===== src/pkg/port_option_pkg.sv =====
package port_option_pkg;

   // Register map, byte addresses on the APB bus.
   localparam logic [11:0] FIRST_PORT_LATCH_ADDR = 12'h140;
   localparam logic [11:0] OPTION_STATUS_ADDR    = 12'h000;
   localparam logic [11:0] OPTION_FIRST_ADDR     = 12'h004;
   localparam logic [11:0] OPTION_SECOND_ADDR    = 12'h008;
   localparam logic [11:0] SECOND_PULLUP_ADDR    = 12'h00c;
   localparam logic [11:0] PROG_PORTS_ADDR       = 12'h010;
   localparam logic [11:0] DEVICE_ID_ADDR        = 12'h014;

   // Status register field positions.
   localparam int STAT_DONE_BIT   = 0;
   localparam int STAT_RW_EN_BIT  = 1;
   localparam int STAT_MODE_LSB   = 2;

   // Option word layout in nonvolatile memory.
   localparam logic [1:0] OPT_WORD_FIRST  = 2'h0;
   localparam logic [1:0] OPT_WORD_SECOND = 2'h1;
   localparam logic [1:0] OPT_WORD_SYSTEM = 2'h2;
   localparam int         OPT_WORD_COUNT  = 3;
   localparam int         SYS_RW_EN_BIT   = 0;
   localparam int         SYS_MODE_LSB    = 1;

   // Rewriting configurations.
   typedef enum logic [1:0] {
      RW_HV_FIRST = 2'h0,
      RW_HV_BUS   = 2'h1,
      RW_PIN_FIRST = 2'h2,
      RW_PIN_BUS  = 2'h3
   } rewrite_mode_type;

   // Extended ROM window reserved for the loader program.
   localparam logic [16:0] LOADER_ROM_START = 17'h14000;
   localparam logic [16:0] LOADER_ROM_END   = 17'h147ff;

   // Timing.
   localparam int CLK_PERIOD_NS     = 100;
   localparam int LOAD_TIME_US      = 3000;
   localparam int LOAD_CYCLES       = (LOAD_TIME_US * 1000) / CLK_PERIOD_NS;
   localparam int PULLUP_DELAY_US   = 200;
   localparam int PULLUP_CYCLES     = (PULLUP_DELAY_US * 1000) / CLK_PERIOD_NS;

   // Identification word, value is arbitrary.
   localparam logic [31:0] NEUTRAL_ID = 32'h0000_0000;

endpackage : port_option_pkg


===== src/hdl/option_sync.sv =====
`timescale 1ns/1ps
module option_sync #(
   parameter int WIDTH = 1
) (
   // Clock and reset.
   input  wire logic             mclk_i,
   input  wire logic             rst_b_i,
   // Data.
   input  wire logic [WIDTH-1:0] async_i,
   output logic      [WIDTH-1:0] sync_o
);

   typedef struct packed {
      logic [WIDTH-1:0] meta;
      logic [WIDTH-1:0] stable;
   } sync_state_type;

   sync_state_type state_reg;
   sync_state_type state_next;

   always_comb begin
      state_next        = state_reg;
      state_next.meta   = async_i;
      state_next.stable = state_reg.meta;
   end

   always_ff @(posedge mclk_i or negedge rst_b_i) begin
      if (!rst_b_i) begin
         state_reg <= '0;
      end else begin
         state_reg <= state_next;
      end
   end

   assign sync_o = state_reg.stable;

endmodule : option_sync


===== src/hdl/port_pad_ctrl.sv =====
`timescale 1ns/1ps
module port_pad_ctrl #(
   parameter int WIDTH = 8
) (
   // Configuration.
   input  wire logic [WIDTH-1:0] cmos_sel_i,
   input  wire logic [WIDTH-1:0] pullup_sel_i,
   input  wire logic             outputs_en_i,
   // Port data.
   input  wire logic [WIDTH-1:0] latch_i,
   input  wire logic [WIDTH-1:0] dir_out_i,
   // Pad drive.
   output logic      [WIDTH-1:0] pad_o,
   output logic      [WIDTH-1:0] pad_oe_o,
   output logic      [WIDTH-1:0] pad_pu_o
);

   // Each bit drives high only when CMOS, low always when enabled as output.
   for (genvar b = 0; b < WIDTH; b++) begin : g_bit
      always_comb begin
         pad_o[b]    = latch_i[b];
         pad_oe_o[b] = outputs_en_i & dir_out_i[b] & (cmos_sel_i[b] | ~latch_i[b]);
         pad_pu_o[b] = outputs_en_i & pullup_sel_i[b];
      end
   end

endmodule : port_pad_ctrl


===== src/hdl/port_option_loader.sv =====
// Functional notes
// (RULE_01) Each first-port bit is either open drain without pull-up or CMOS with pull-up, chosen by a stored option.
// (RULE_02) Each second-port bit picks open drain or CMOS by option while its programmable pull-up stays available.
// (RULE_03) After reset release the options load within about 3 ms, then the program counter clears and the core runs.
// (RULE_04) All port output drivers stay disabled during reset and while options load.
// (RULE_05) CMOS first-port bits keep pull-up off during reset and briefly after, then become inputs with pull-up on.
// (RULE_06) Open-drain first-port bits, second-port bits and bus pin port bits are high-impedance inputs during reset.
// (RULE_07) Interrupt pin port and analog shared port keep outputs off and pull-ups off during and at reset release.
// (RULE_08) The outside circuit holds the reset input low at least 200 us after supply comes up.
// (RULE_09) Four rewriting modes exist: two by high voltage on reset, two by the mode enable pin, on first-port or bus pins.
// (RULE_10) In pin-driven rewriting modes the mode enable pin is pulled down, open drain, and its latch bit stays zero.
// The code adds no pull-down; the first-port bit 0 pull-up still follows its stored option.
// (RULE_11) With rewriting enabled, the loader program occupies the extended ROM region 14000h to 147FFh.
// (RULE_12) The device gives no answer to an automatic identification query.
// (RULE_13) The core stays in reset until every option bit is latched, and latched options stay fixed until reset.
`timescale 1ns/1ps
module port_option_loader #(
   parameter int LOAD_CYCLES   = port_option_pkg::LOAD_CYCLES,
   parameter int PULLUP_CYCLES = port_option_pkg::PULLUP_CYCLES,
   parameter int NVM_LATENCY   = 2
) (
   // Clock and reset.
   input  wire logic        mclk_i,
   input  wire logic        rst_b_i,
   // APB slave.
   input  wire logic        psel_i,
   input  wire logic        penable_i,
   input  wire logic        pwrite_i,
   input  wire logic [11:0] paddr_i,
   input  wire logic [31:0] pwdata_i,
   output logic      [31:0] prdata_o,
   output logic             pready_o,
   output logic             pslverr_o,
   // Nonvolatile option memory read port.
   output logic      [1:0]  nvm_addr_o,
   output logic             nvm_rd_o,
   input  wire logic [7:0]  nvm_data_i,
   // Mode straps from pins.
   input  wire logic        high_voltage_reset_i,
   input  wire logic        mode_enable_pin_i,
   // Core control.
   output logic             core_reset_b_o,
   output logic             pc_clear_o,
   output logic [16:0]      loader_base_o,
   output logic             loader_rom_en_o,
   output logic             rewrite_active_o,
   output logic [1:0]       rewrite_mode_o,
   // First port pads.
   output logic [7:0]       first_port_o,
   output logic [7:0]       first_port_oe_o,
   output logic [7:0]       first_port_pu_o,
   // Second port pads.
   output logic [7:0]       second_port_o,
   output logic [7:0]       second_port_oe_o,
   output logic [7:0]       second_port_pu_o,
   // Bus pin, interrupt pin and analog shared ports.
   output logic [3:0]       bus_pin_port_oe_o,
   output logic [3:0]       interrupt_pin_port_oe_o,
   output logic [3:0]       interrupt_pin_port_pu_o,
   output logic [3:0]       analog_shared_port_oe_o,
   output logic [3:0]       analog_shared_port_pu_o
);

   initial begin
      if (LOAD_CYCLES < port_option_pkg::OPT_WORD_COUNT * (NVM_LATENCY + 1) + 1) begin
         $error("LOAD_CYCLES too small for option fetch");
      end
      if (PULLUP_CYCLES < 1 || PULLUP_CYCLES >= LOAD_CYCLES || NVM_LATENCY < 1) begin
         $error("bad timing parameters");
      end
   end

   //////////////////////////////////////////////////////////////////////////////
   // State.

   typedef enum logic [3:0] {
      ST_FETCH = 4'b0001,
      ST_WAIT  = 4'b0010,
      ST_HOLD  = 4'b0100,
      ST_RUN   = 4'b1000
   } load_state_type;

   typedef struct packed {
      load_state_type fsm;
      logic [31:0]    cycle_cnt;
      logic [7:0]     lat_cnt;
      logic [1:0]     word;
      logic [7:0]     first_cmos;
      logic [7:0]     second_cmos;
      logic           rw_enable;
      logic [1:0]     rw_mode;
      logic           pullup_on;
      logic           pc_clear;
      logic [7:0]     first_latch;
      logic [7:0]     first_dir;
      logic [7:0]     second_latch;
      logic [7:0]     second_dir;
      logic [7:0]     second_pullup;
      logic [31:0]    rdata;
   } loader_state_type;

   loader_state_type state_reg;
   loader_state_type state_next;

   logic [1:0] strap_sync;
   logic       apb_setup;
   logic       apb_access;

   //////////////////////////////////////////////////////////////////////////////
   // Strap synchronisers.

   option_sync #(
      .WIDTH (2)
   ) u_strap_sync (
      .mclk_i  (mclk_i),
      .rst_b_i (rst_b_i),
      .async_i ({high_voltage_reset_i, mode_enable_pin_i}),
      .sync_o  (strap_sync)
   );

   assign apb_setup  = psel_i & ~penable_i;
   assign apb_access = psel_i & penable_i;

   //////////////////////////////////////////////////////////////////////////////
   // Next state.

   always_comb begin
      state_next          = state_reg;
      state_next.pc_clear = 1'b0;
      if (state_reg.fsm != ST_RUN) begin
         state_next.cycle_cnt = state_reg.cycle_cnt + 32'h0000_0001;
      end
      case (state_reg.fsm)
         ST_FETCH: begin
            state_next.lat_cnt = 8'h00;
            state_next.fsm     = ST_WAIT;
         end
         ST_WAIT: begin
            if (state_reg.lat_cnt == 8'(NVM_LATENCY - 1)) begin
               case (state_reg.word)
                  port_option_pkg::OPT_WORD_FIRST: begin
                     state_next.first_cmos = nvm_data_i;                            // [RULE_01]
                  end
                  port_option_pkg::OPT_WORD_SECOND: begin
                     state_next.second_cmos = nvm_data_i;                           // [RULE_02]
                  end
                  default: begin
                     state_next.rw_enable = nvm_data_i[port_option_pkg::SYS_RW_EN_BIT];
                     state_next.rw_mode   = strap_sync[1]                           // [RULE_09]
                        ? {1'b0, nvm_data_i[port_option_pkg::SYS_MODE_LSB]}
                        : {strap_sync[0], nvm_data_i[port_option_pkg::SYS_MODE_LSB]};
                  end
               endcase
               if (state_reg.word == port_option_pkg::OPT_WORD_SYSTEM) begin
                  state_next.fsm = ST_HOLD;
               end else begin
                  state_next.word = state_reg.word + 2'h1;
                  state_next.fsm  = ST_FETCH;
               end
            end else begin
               state_next.lat_cnt = state_reg.lat_cnt + 8'h01;
            end
         end
         ST_HOLD: begin
            if (state_reg.cycle_cnt >= 32'(PULLUP_CYCLES)) begin
               state_next.pullup_on = 1'b1;                                          // [RULE_05]
            end
            if (state_reg.cycle_cnt >= 32'(LOAD_CYCLES - 1)) begin
               state_next.fsm      = ST_RUN;                                         // [RULE_03] [RULE_13]
               state_next.pc_clear = 1'b1;
            end
         end
         ST_RUN: begin
            state_next.fsm = ST_RUN;
         end
         default: begin
            state_next.fsm = ST_FETCH;
         end
      endcase

      // Register access.
      if (apb_setup) begin
         case (paddr_i)
            port_option_pkg::OPTION_STATUS_ADDR: begin
               state_next.rdata = 32'h0000_0000;
               state_next.rdata[port_option_pkg::STAT_DONE_BIT] = (state_reg.fsm == ST_RUN);
               state_next.rdata[port_option_pkg::STAT_RW_EN_BIT] = state_reg.rw_enable;
               state_next.rdata[port_option_pkg::STAT_MODE_LSB +: 2] = state_reg.rw_mode;
            end
            port_option_pkg::OPTION_FIRST_ADDR: state_next.rdata = {24'h000000, state_reg.first_cmos};
            port_option_pkg::OPTION_SECOND_ADDR: state_next.rdata = {24'h000000, state_reg.second_cmos};
            port_option_pkg::FIRST_PORT_LATCH_ADDR: state_next.rdata = {24'h000000, state_reg.first_latch};
            port_option_pkg::SECOND_PULLUP_ADDR: state_next.rdata = {24'h000000, state_reg.second_pullup};
            port_option_pkg::PROG_PORTS_ADDR: state_next.rdata = {state_reg.second_dir, state_reg.second_latch,
                                                                   state_reg.first_dir, 8'h00};
            // No signature is offered to an identification query.
            port_option_pkg::DEVICE_ID_ADDR: state_next.rdata = 32'h0000_0000;       // [RULE_12]
            default: state_next.rdata = 32'h0000_0000;
         endcase
      end
      if (apb_access && pwrite_i && state_reg.fsm == ST_RUN) begin
         case (paddr_i)
            port_option_pkg::FIRST_PORT_LATCH_ADDR: begin
               state_next.first_latch = pwdata_i[7:0];
               if (state_reg.rw_mode[1] && state_reg.rw_enable) begin
                  state_next.first_latch[0] = 1'b0;                                  // [RULE_10]
               end
            end
            port_option_pkg::SECOND_PULLUP_ADDR: state_next.second_pullup = pwdata_i[7:0];
            port_option_pkg::PROG_PORTS_ADDR: begin
               state_next.first_dir    = pwdata_i[15:8];
               state_next.second_latch = pwdata_i[23:16];
               state_next.second_dir   = pwdata_i[31:24];
            end
            default: state_next.rdata = state_reg.rdata;
         endcase
      end
   end

   always_ff @(posedge mclk_i or negedge rst_b_i) begin
      if (!rst_b_i) begin
         state_reg     <= '0;                                                         // [RULE_04]
         state_reg.fsm <= ST_FETCH;
      end else begin
         state_reg <= state_next;
      end
   end

   //////////////////////////////////////////////////////////////////////////////
   // Port pads.

   logic outputs_en;
   logic [7:0] first_pu_sel;
   logic [7:0] first_cmos_eff;

   assign outputs_en     = (state_reg.fsm == ST_RUN);                                 // [RULE_04]
   assign first_pu_sel   = state_reg.pullup_on ? state_reg.first_cmos : 8'h00;        // [RULE_05] [RULE_06]
   assign first_cmos_eff = (state_reg.rw_enable && state_reg.rw_mode[1])
                           ? {state_reg.first_cmos[7:1], 1'b0} : state_reg.first_cmos; // [RULE_10]

   port_pad_ctrl #(
      .WIDTH (8)
   ) u_first_pads (
      .cmos_sel_i   (first_cmos_eff),
      .pullup_sel_i (first_pu_sel),
      .outputs_en_i (outputs_en),
      .latch_i      (state_reg.first_latch),
      .dir_out_i    (state_reg.first_dir),
      .pad_o        (first_port_o),
      .pad_oe_o     (first_port_oe_o),
      .pad_pu_o     ()
   );

   port_pad_ctrl #(
      .WIDTH (8)
   ) u_second_pads (
      .cmos_sel_i   (state_reg.second_cmos),
      .pullup_sel_i (state_reg.second_pullup),
      .outputs_en_i (outputs_en),
      .latch_i      (state_reg.second_latch),
      .dir_out_i    (state_reg.second_dir),
      .pad_o        (second_port_o),
      .pad_oe_o     (second_port_oe_o),
      .pad_pu_o     (second_port_pu_o)                                                 // [RULE_02] [RULE_06]
   );

   // First-port pull-up is an option, not gated by run state, so it rises with the option timer.
   assign first_port_pu_o         = first_pu_sel;                                     // [RULE_01] [RULE_05]
   assign bus_pin_port_oe_o       = 4'h0;                                             // [RULE_06]
   assign interrupt_pin_port_oe_o = 4'h0;                                             // [RULE_07]
   assign interrupt_pin_port_pu_o = 4'h0;                                             // [RULE_07]
   assign analog_shared_port_oe_o = 4'h0;                                             // [RULE_07]
   assign analog_shared_port_pu_o = 4'h0;                                             // [RULE_07]

   //////////////////////////////////////////////////////////////////////////////
   // Core and bus outputs.

   assign core_reset_b_o   = outputs_en;                                              // [RULE_13]
   assign pc_clear_o       = state_reg.pc_clear;                                      // [RULE_03]
   assign loader_rom_en_o  = state_reg.rw_enable;                                     // [RULE_11]
   assign loader_base_o    = state_reg.rw_enable ? port_option_pkg::LOADER_ROM_START : 17'h00000;
   assign rewrite_active_o = state_reg.rw_enable & (strap_sync[1] | strap_sync[0]);
   assign rewrite_mode_o   = state_reg.rw_mode;
   assign nvm_addr_o       = state_reg.word;
   assign nvm_rd_o         = (state_reg.fsm == ST_FETCH);
   assign prdata_o         = state_reg.rdata;
   assign pready_o         = 1'b1;
   assign pslverr_o        = 1'b0;

endmodule : port_option_loader


===== config.mk =====
export PLATFORM = sky130hd
export DESIGN_NAME = port_option_loader
export DESIGN_NICKNAME = d
export VERILOG_FILES = /design/src/pkg/port_option_pkg.sv /design/src/hdl/option_sync.sv /design/src/hdl/port_pad_ctrl.sv /design/src/hdl/port_option_loader.sv
export SDC_FILE = /design/constraint.sdc
export NUM_CORES = 1
export LEC_CHECK = 0
export BUFFER_PORTS_ARGS = -buffer_cell sky130_fd_sc_hd__buf_4
export CAP_MARGIN = 15
export CORE_AREA = 2 2 120 145
export CTS_CLUSTER_DIAMETER = 40
export DETAILED_ROUTE_END_ITERATION = 10
export DIE_AREA = 0 0 122 147
export PLACE_DENSITY = 0.72
export SYNTH_ARGS = -nofsm -noshare
export SYNTH_HDL_FRONTEND = slang
export SYNTH_HIERARCHICAL = 1
export SYNTH_SLANG_ARGS = --single-unit

===== constraint.sdc =====
create_clock -name mclk_i -period 3.7 [get_ports mclk_i]
set_clock_uncertainty 0.2 [all_clocks]
set_input_delay 0.555 -clock mclk_i [delete_from_list [all_inputs] [get_ports mclk_i]]
set_output_delay 0.555 -clock mclk_i [all_outputs]
set_load 0.05 [all_outputs]

==> flow_summary_export.csv <==
group,metric,value,unit
outcome,outcome,"complete, no violations",
setup_path,crit_path_start_kind,"flip-flop",
synth,synth_cells,662,
power_and_ir_drop,power.switching,0.828,mW
clock_tree,root_buffer,"clkbuf_16",
place,pre_cts_slack,662,ps
final_layout,seqCellArea,0.00358,mm²
power_and_ir_drop,p_int,2.69,mW
detailed_routing,firstDrtPassIters,6,
power_and_ir_drop,p_seq_frac,0.452,
die,die_x,122,µm
grt,antenna_found_initial,0,
grt,grt_pass1_vias,5083,
sta,tns,0,ps
grt,grt_overflow_total,0,
die,fp.dieH,147,µm
place,gp_congestion,0.817,
setup_path,critical_path_required,2940,ps
clock_tree,cts_tree,"built",
clock_tree,cts.clk_slew.worst_paths,60,ps
setup_path,end_kind,"primary output",
clock_tree,cts_buffer_depth,2,
sta,rsz0062_at_grt,"no",
clock_tree,htreeDepth,4,
synth,avgSynthCellArea,11.0,µm²
setup_path,crit_arrival,2190,ps
final_layout,syn_to_final_growth,19.0,%
die,initial_core_util,0.439,
clock_tree,cts_setup_buffers,0,
power_and_ir_drop,vdd_drop_max,0.299,mV
grt,grt_max_degree,69,
flow_run,drv_cap,0,
clock_tree,clock-sinks,143,
detailed_routing,via_per_inst,5.02,
final_layout,largest_reg_flops,101,
sta,setup_ws,756,ps
die,ios,187,
sta,relSlewSlack,0.583,
final_layout,drive_above_1_share,0.354,
setup_path,crit_type,"flip-flop to primary output",
setup_path,reg2reg_setup_slack,780,ps
place,hpwl,12400,µm
hold_path,hp-class,"input port to flip-flop",
final_layout,diodes,0,
sta,drv_slew,0,
power_and_ir_drop,power,3.51,mW
setup_path,path_max_fanout,32,
die,die-area,0.0179,mm²
hold_path,min_to,"u_strap_sync/state_next[0]$_DFF_PN0_",
sta,worstMarginPinSlew,626,ps
setup_path,timing.rr.end,"state_reg[70]$_DFFE_PN0P_",
place,io_buffer_count,149,
sta,timing.final.crit_share,0.796,
power_and_ir_drop,cellPowerDensity,405,mW/mm²
detailed_routing,drt_first_iter_violations,222,
clock_tree,cts_resized,0,
setup_path,ff2ff_path_depth,5,
sta,setup_viol,0,
power_and_ir_drop,leakagePower,4.33,nW
synth,synth_warnings,6,
power_and_ir_drop,combinationalPowerShare,0.068,
final_layout,fill_cells,1494,
detailed_routing,final_antenna_net_count,0,
sta,fmax,0.340,GHz
hold_path,holdPathStages,1,
detailed_routing,drc,0,
power_and_ir_drop,clkPwrFrac,0.479,
final_layout,multi_input_area,0.00295,mm²
clock_tree,insertion_delay,410,ps
die,core.rowCount,52,
power_and_ir_drop,switching_share,0.236,
grt,grt_pass1_wl,26800,µm
final_layout,utilization,0.523,
sta,hold_viol_final,0,
detailed_routing,vias,4984,
setup_path,r2r_start,"state_reg[136]$_DFFE_PN0P_",
detailed_routing,routed_wl,16400,µm
detailed_routing,wl_per_cell,16.6,µm
sta,fin_crit,2940,ps
synth,mappedNetlistArea,0.00729,mm²
final_layout,finish.instance_area,0.00867,mm²
place,postPlaceCellArea,0.00808,mm²
grt,grt_use_total,0.193,
clock_tree,cts_buffers,17,
hold_path,hp-start,"mode_enable_pin_i",
die,core_area,0.0166,mm²
final_layout,fin_nets,829,
[worst max path at each step]
stage	startpoint	end	slack [ps]
detailed placement	paddr_i[11]	state_reg[38]$_DFFE_PN0P_	660
CTS	state_reg[136]$_DFFE_PN0P_	first_port_oe_o[1]	740
global route	state_reg[138]$_DFFE_PN0P_	first_port_oe_o[1]	630
finish	state_reg[136]$_DFFE_PN0P_	first_port_oe_o[1]	760
global placement	paddr_i[11]	state_reg[39]$_DFFE_PN0P_	700
floorplan	state_reg[135]$_DFFE_PN1P_	state_reg[95]$_DFFE_PN0P_	230
[cell usage in the layout (no fill, tap or decap), types with 3 or more instances in the layout]
cell type / count
and2_1: 10
clkinvlp_4: 3
conb_1: 37
nand2_1: 49
nor4b_1: 4
o21ai_0: 12
xnor2_1: 19
mux2_2: 43
o22ai_1: 3
and3_1: 5
clkbuf_8: 3
a22oi_1: 10
dfrtp_1: 142
mux2_4: 7
clkinv_2: 4
buf_4: 156
xor2_1: 19
nor2b_1: 3
nor4_1: 6
nand3_1: 16
nor2_1: 38
or3_1: 7
inv_1: 23
mux2_1: 12
nand4_1: 8
clkbuf_16: 17
ha_1: 7
nor3_1: 10
and2_2: 8
a22o_1: 25
a21oi_2: 16
a21oi_1: 12
or2_2: 3
[repair_timing]
| action | CTS | global route |
|---|---|---|
| hold buffers | 1 | 0 |
| hold endpoints to repair | 64 | 0 |
| setup endpoints to repair | 0 | 0 |
[power groups by stage]
stage                     clock network, mW  registers (mW)  logic, mW
after detailed placement                  0            1.62      0.242
after global routing                   1.79            1.59      0.258
after global placement                    0            1.62      0.240
after CTS                              1.72            1.59      0.244
after floorplan                           0            1.61      0.167
final                                  1.68            1.59      0.241
[routing by layer]
layer,share of wire,global-route usage,routed length [µm]
met5,0,0,0
met4,0.021,0.0678,340
met3,0.046,0.0450,750
met2,0.52,0.327,8520
met1,0.41,0.239,6820
[critical path, cell delays in order, from the launching register on]
cell and delay, ps:
dfrtp_1 440, or4b_4 590, clkinv_4 240, nand2_1 130, a21oi_2 140, buf_4 220
[area by class of cell]
type	instances	share of cell area
Clock buffer	22	0.0547
Clock inverter	10	0.0128
Inverter	24	0.0110
Multi-Input combinational cell	419	0.340
Sequential cell	143	0.413
Tap cell	216	0.0312
Timing Repair Buffer	158	0.137
[stage by stage]
| stage | hold WS, ps | std cells |
|---|---|---|
| 3_3_place_gp | 137 | 959 |
| 6_report | 43.7 | 992 |
| 2_1_floorplan | 59.4 | 697 |
| 3_5_place_dp | 135 | 959 |
| 4_1_cts | 27.8 | 992 |
| 5_1_grt | 24.3 | 992 |
No activity file was read; power rests on OpenSTA's default activity.
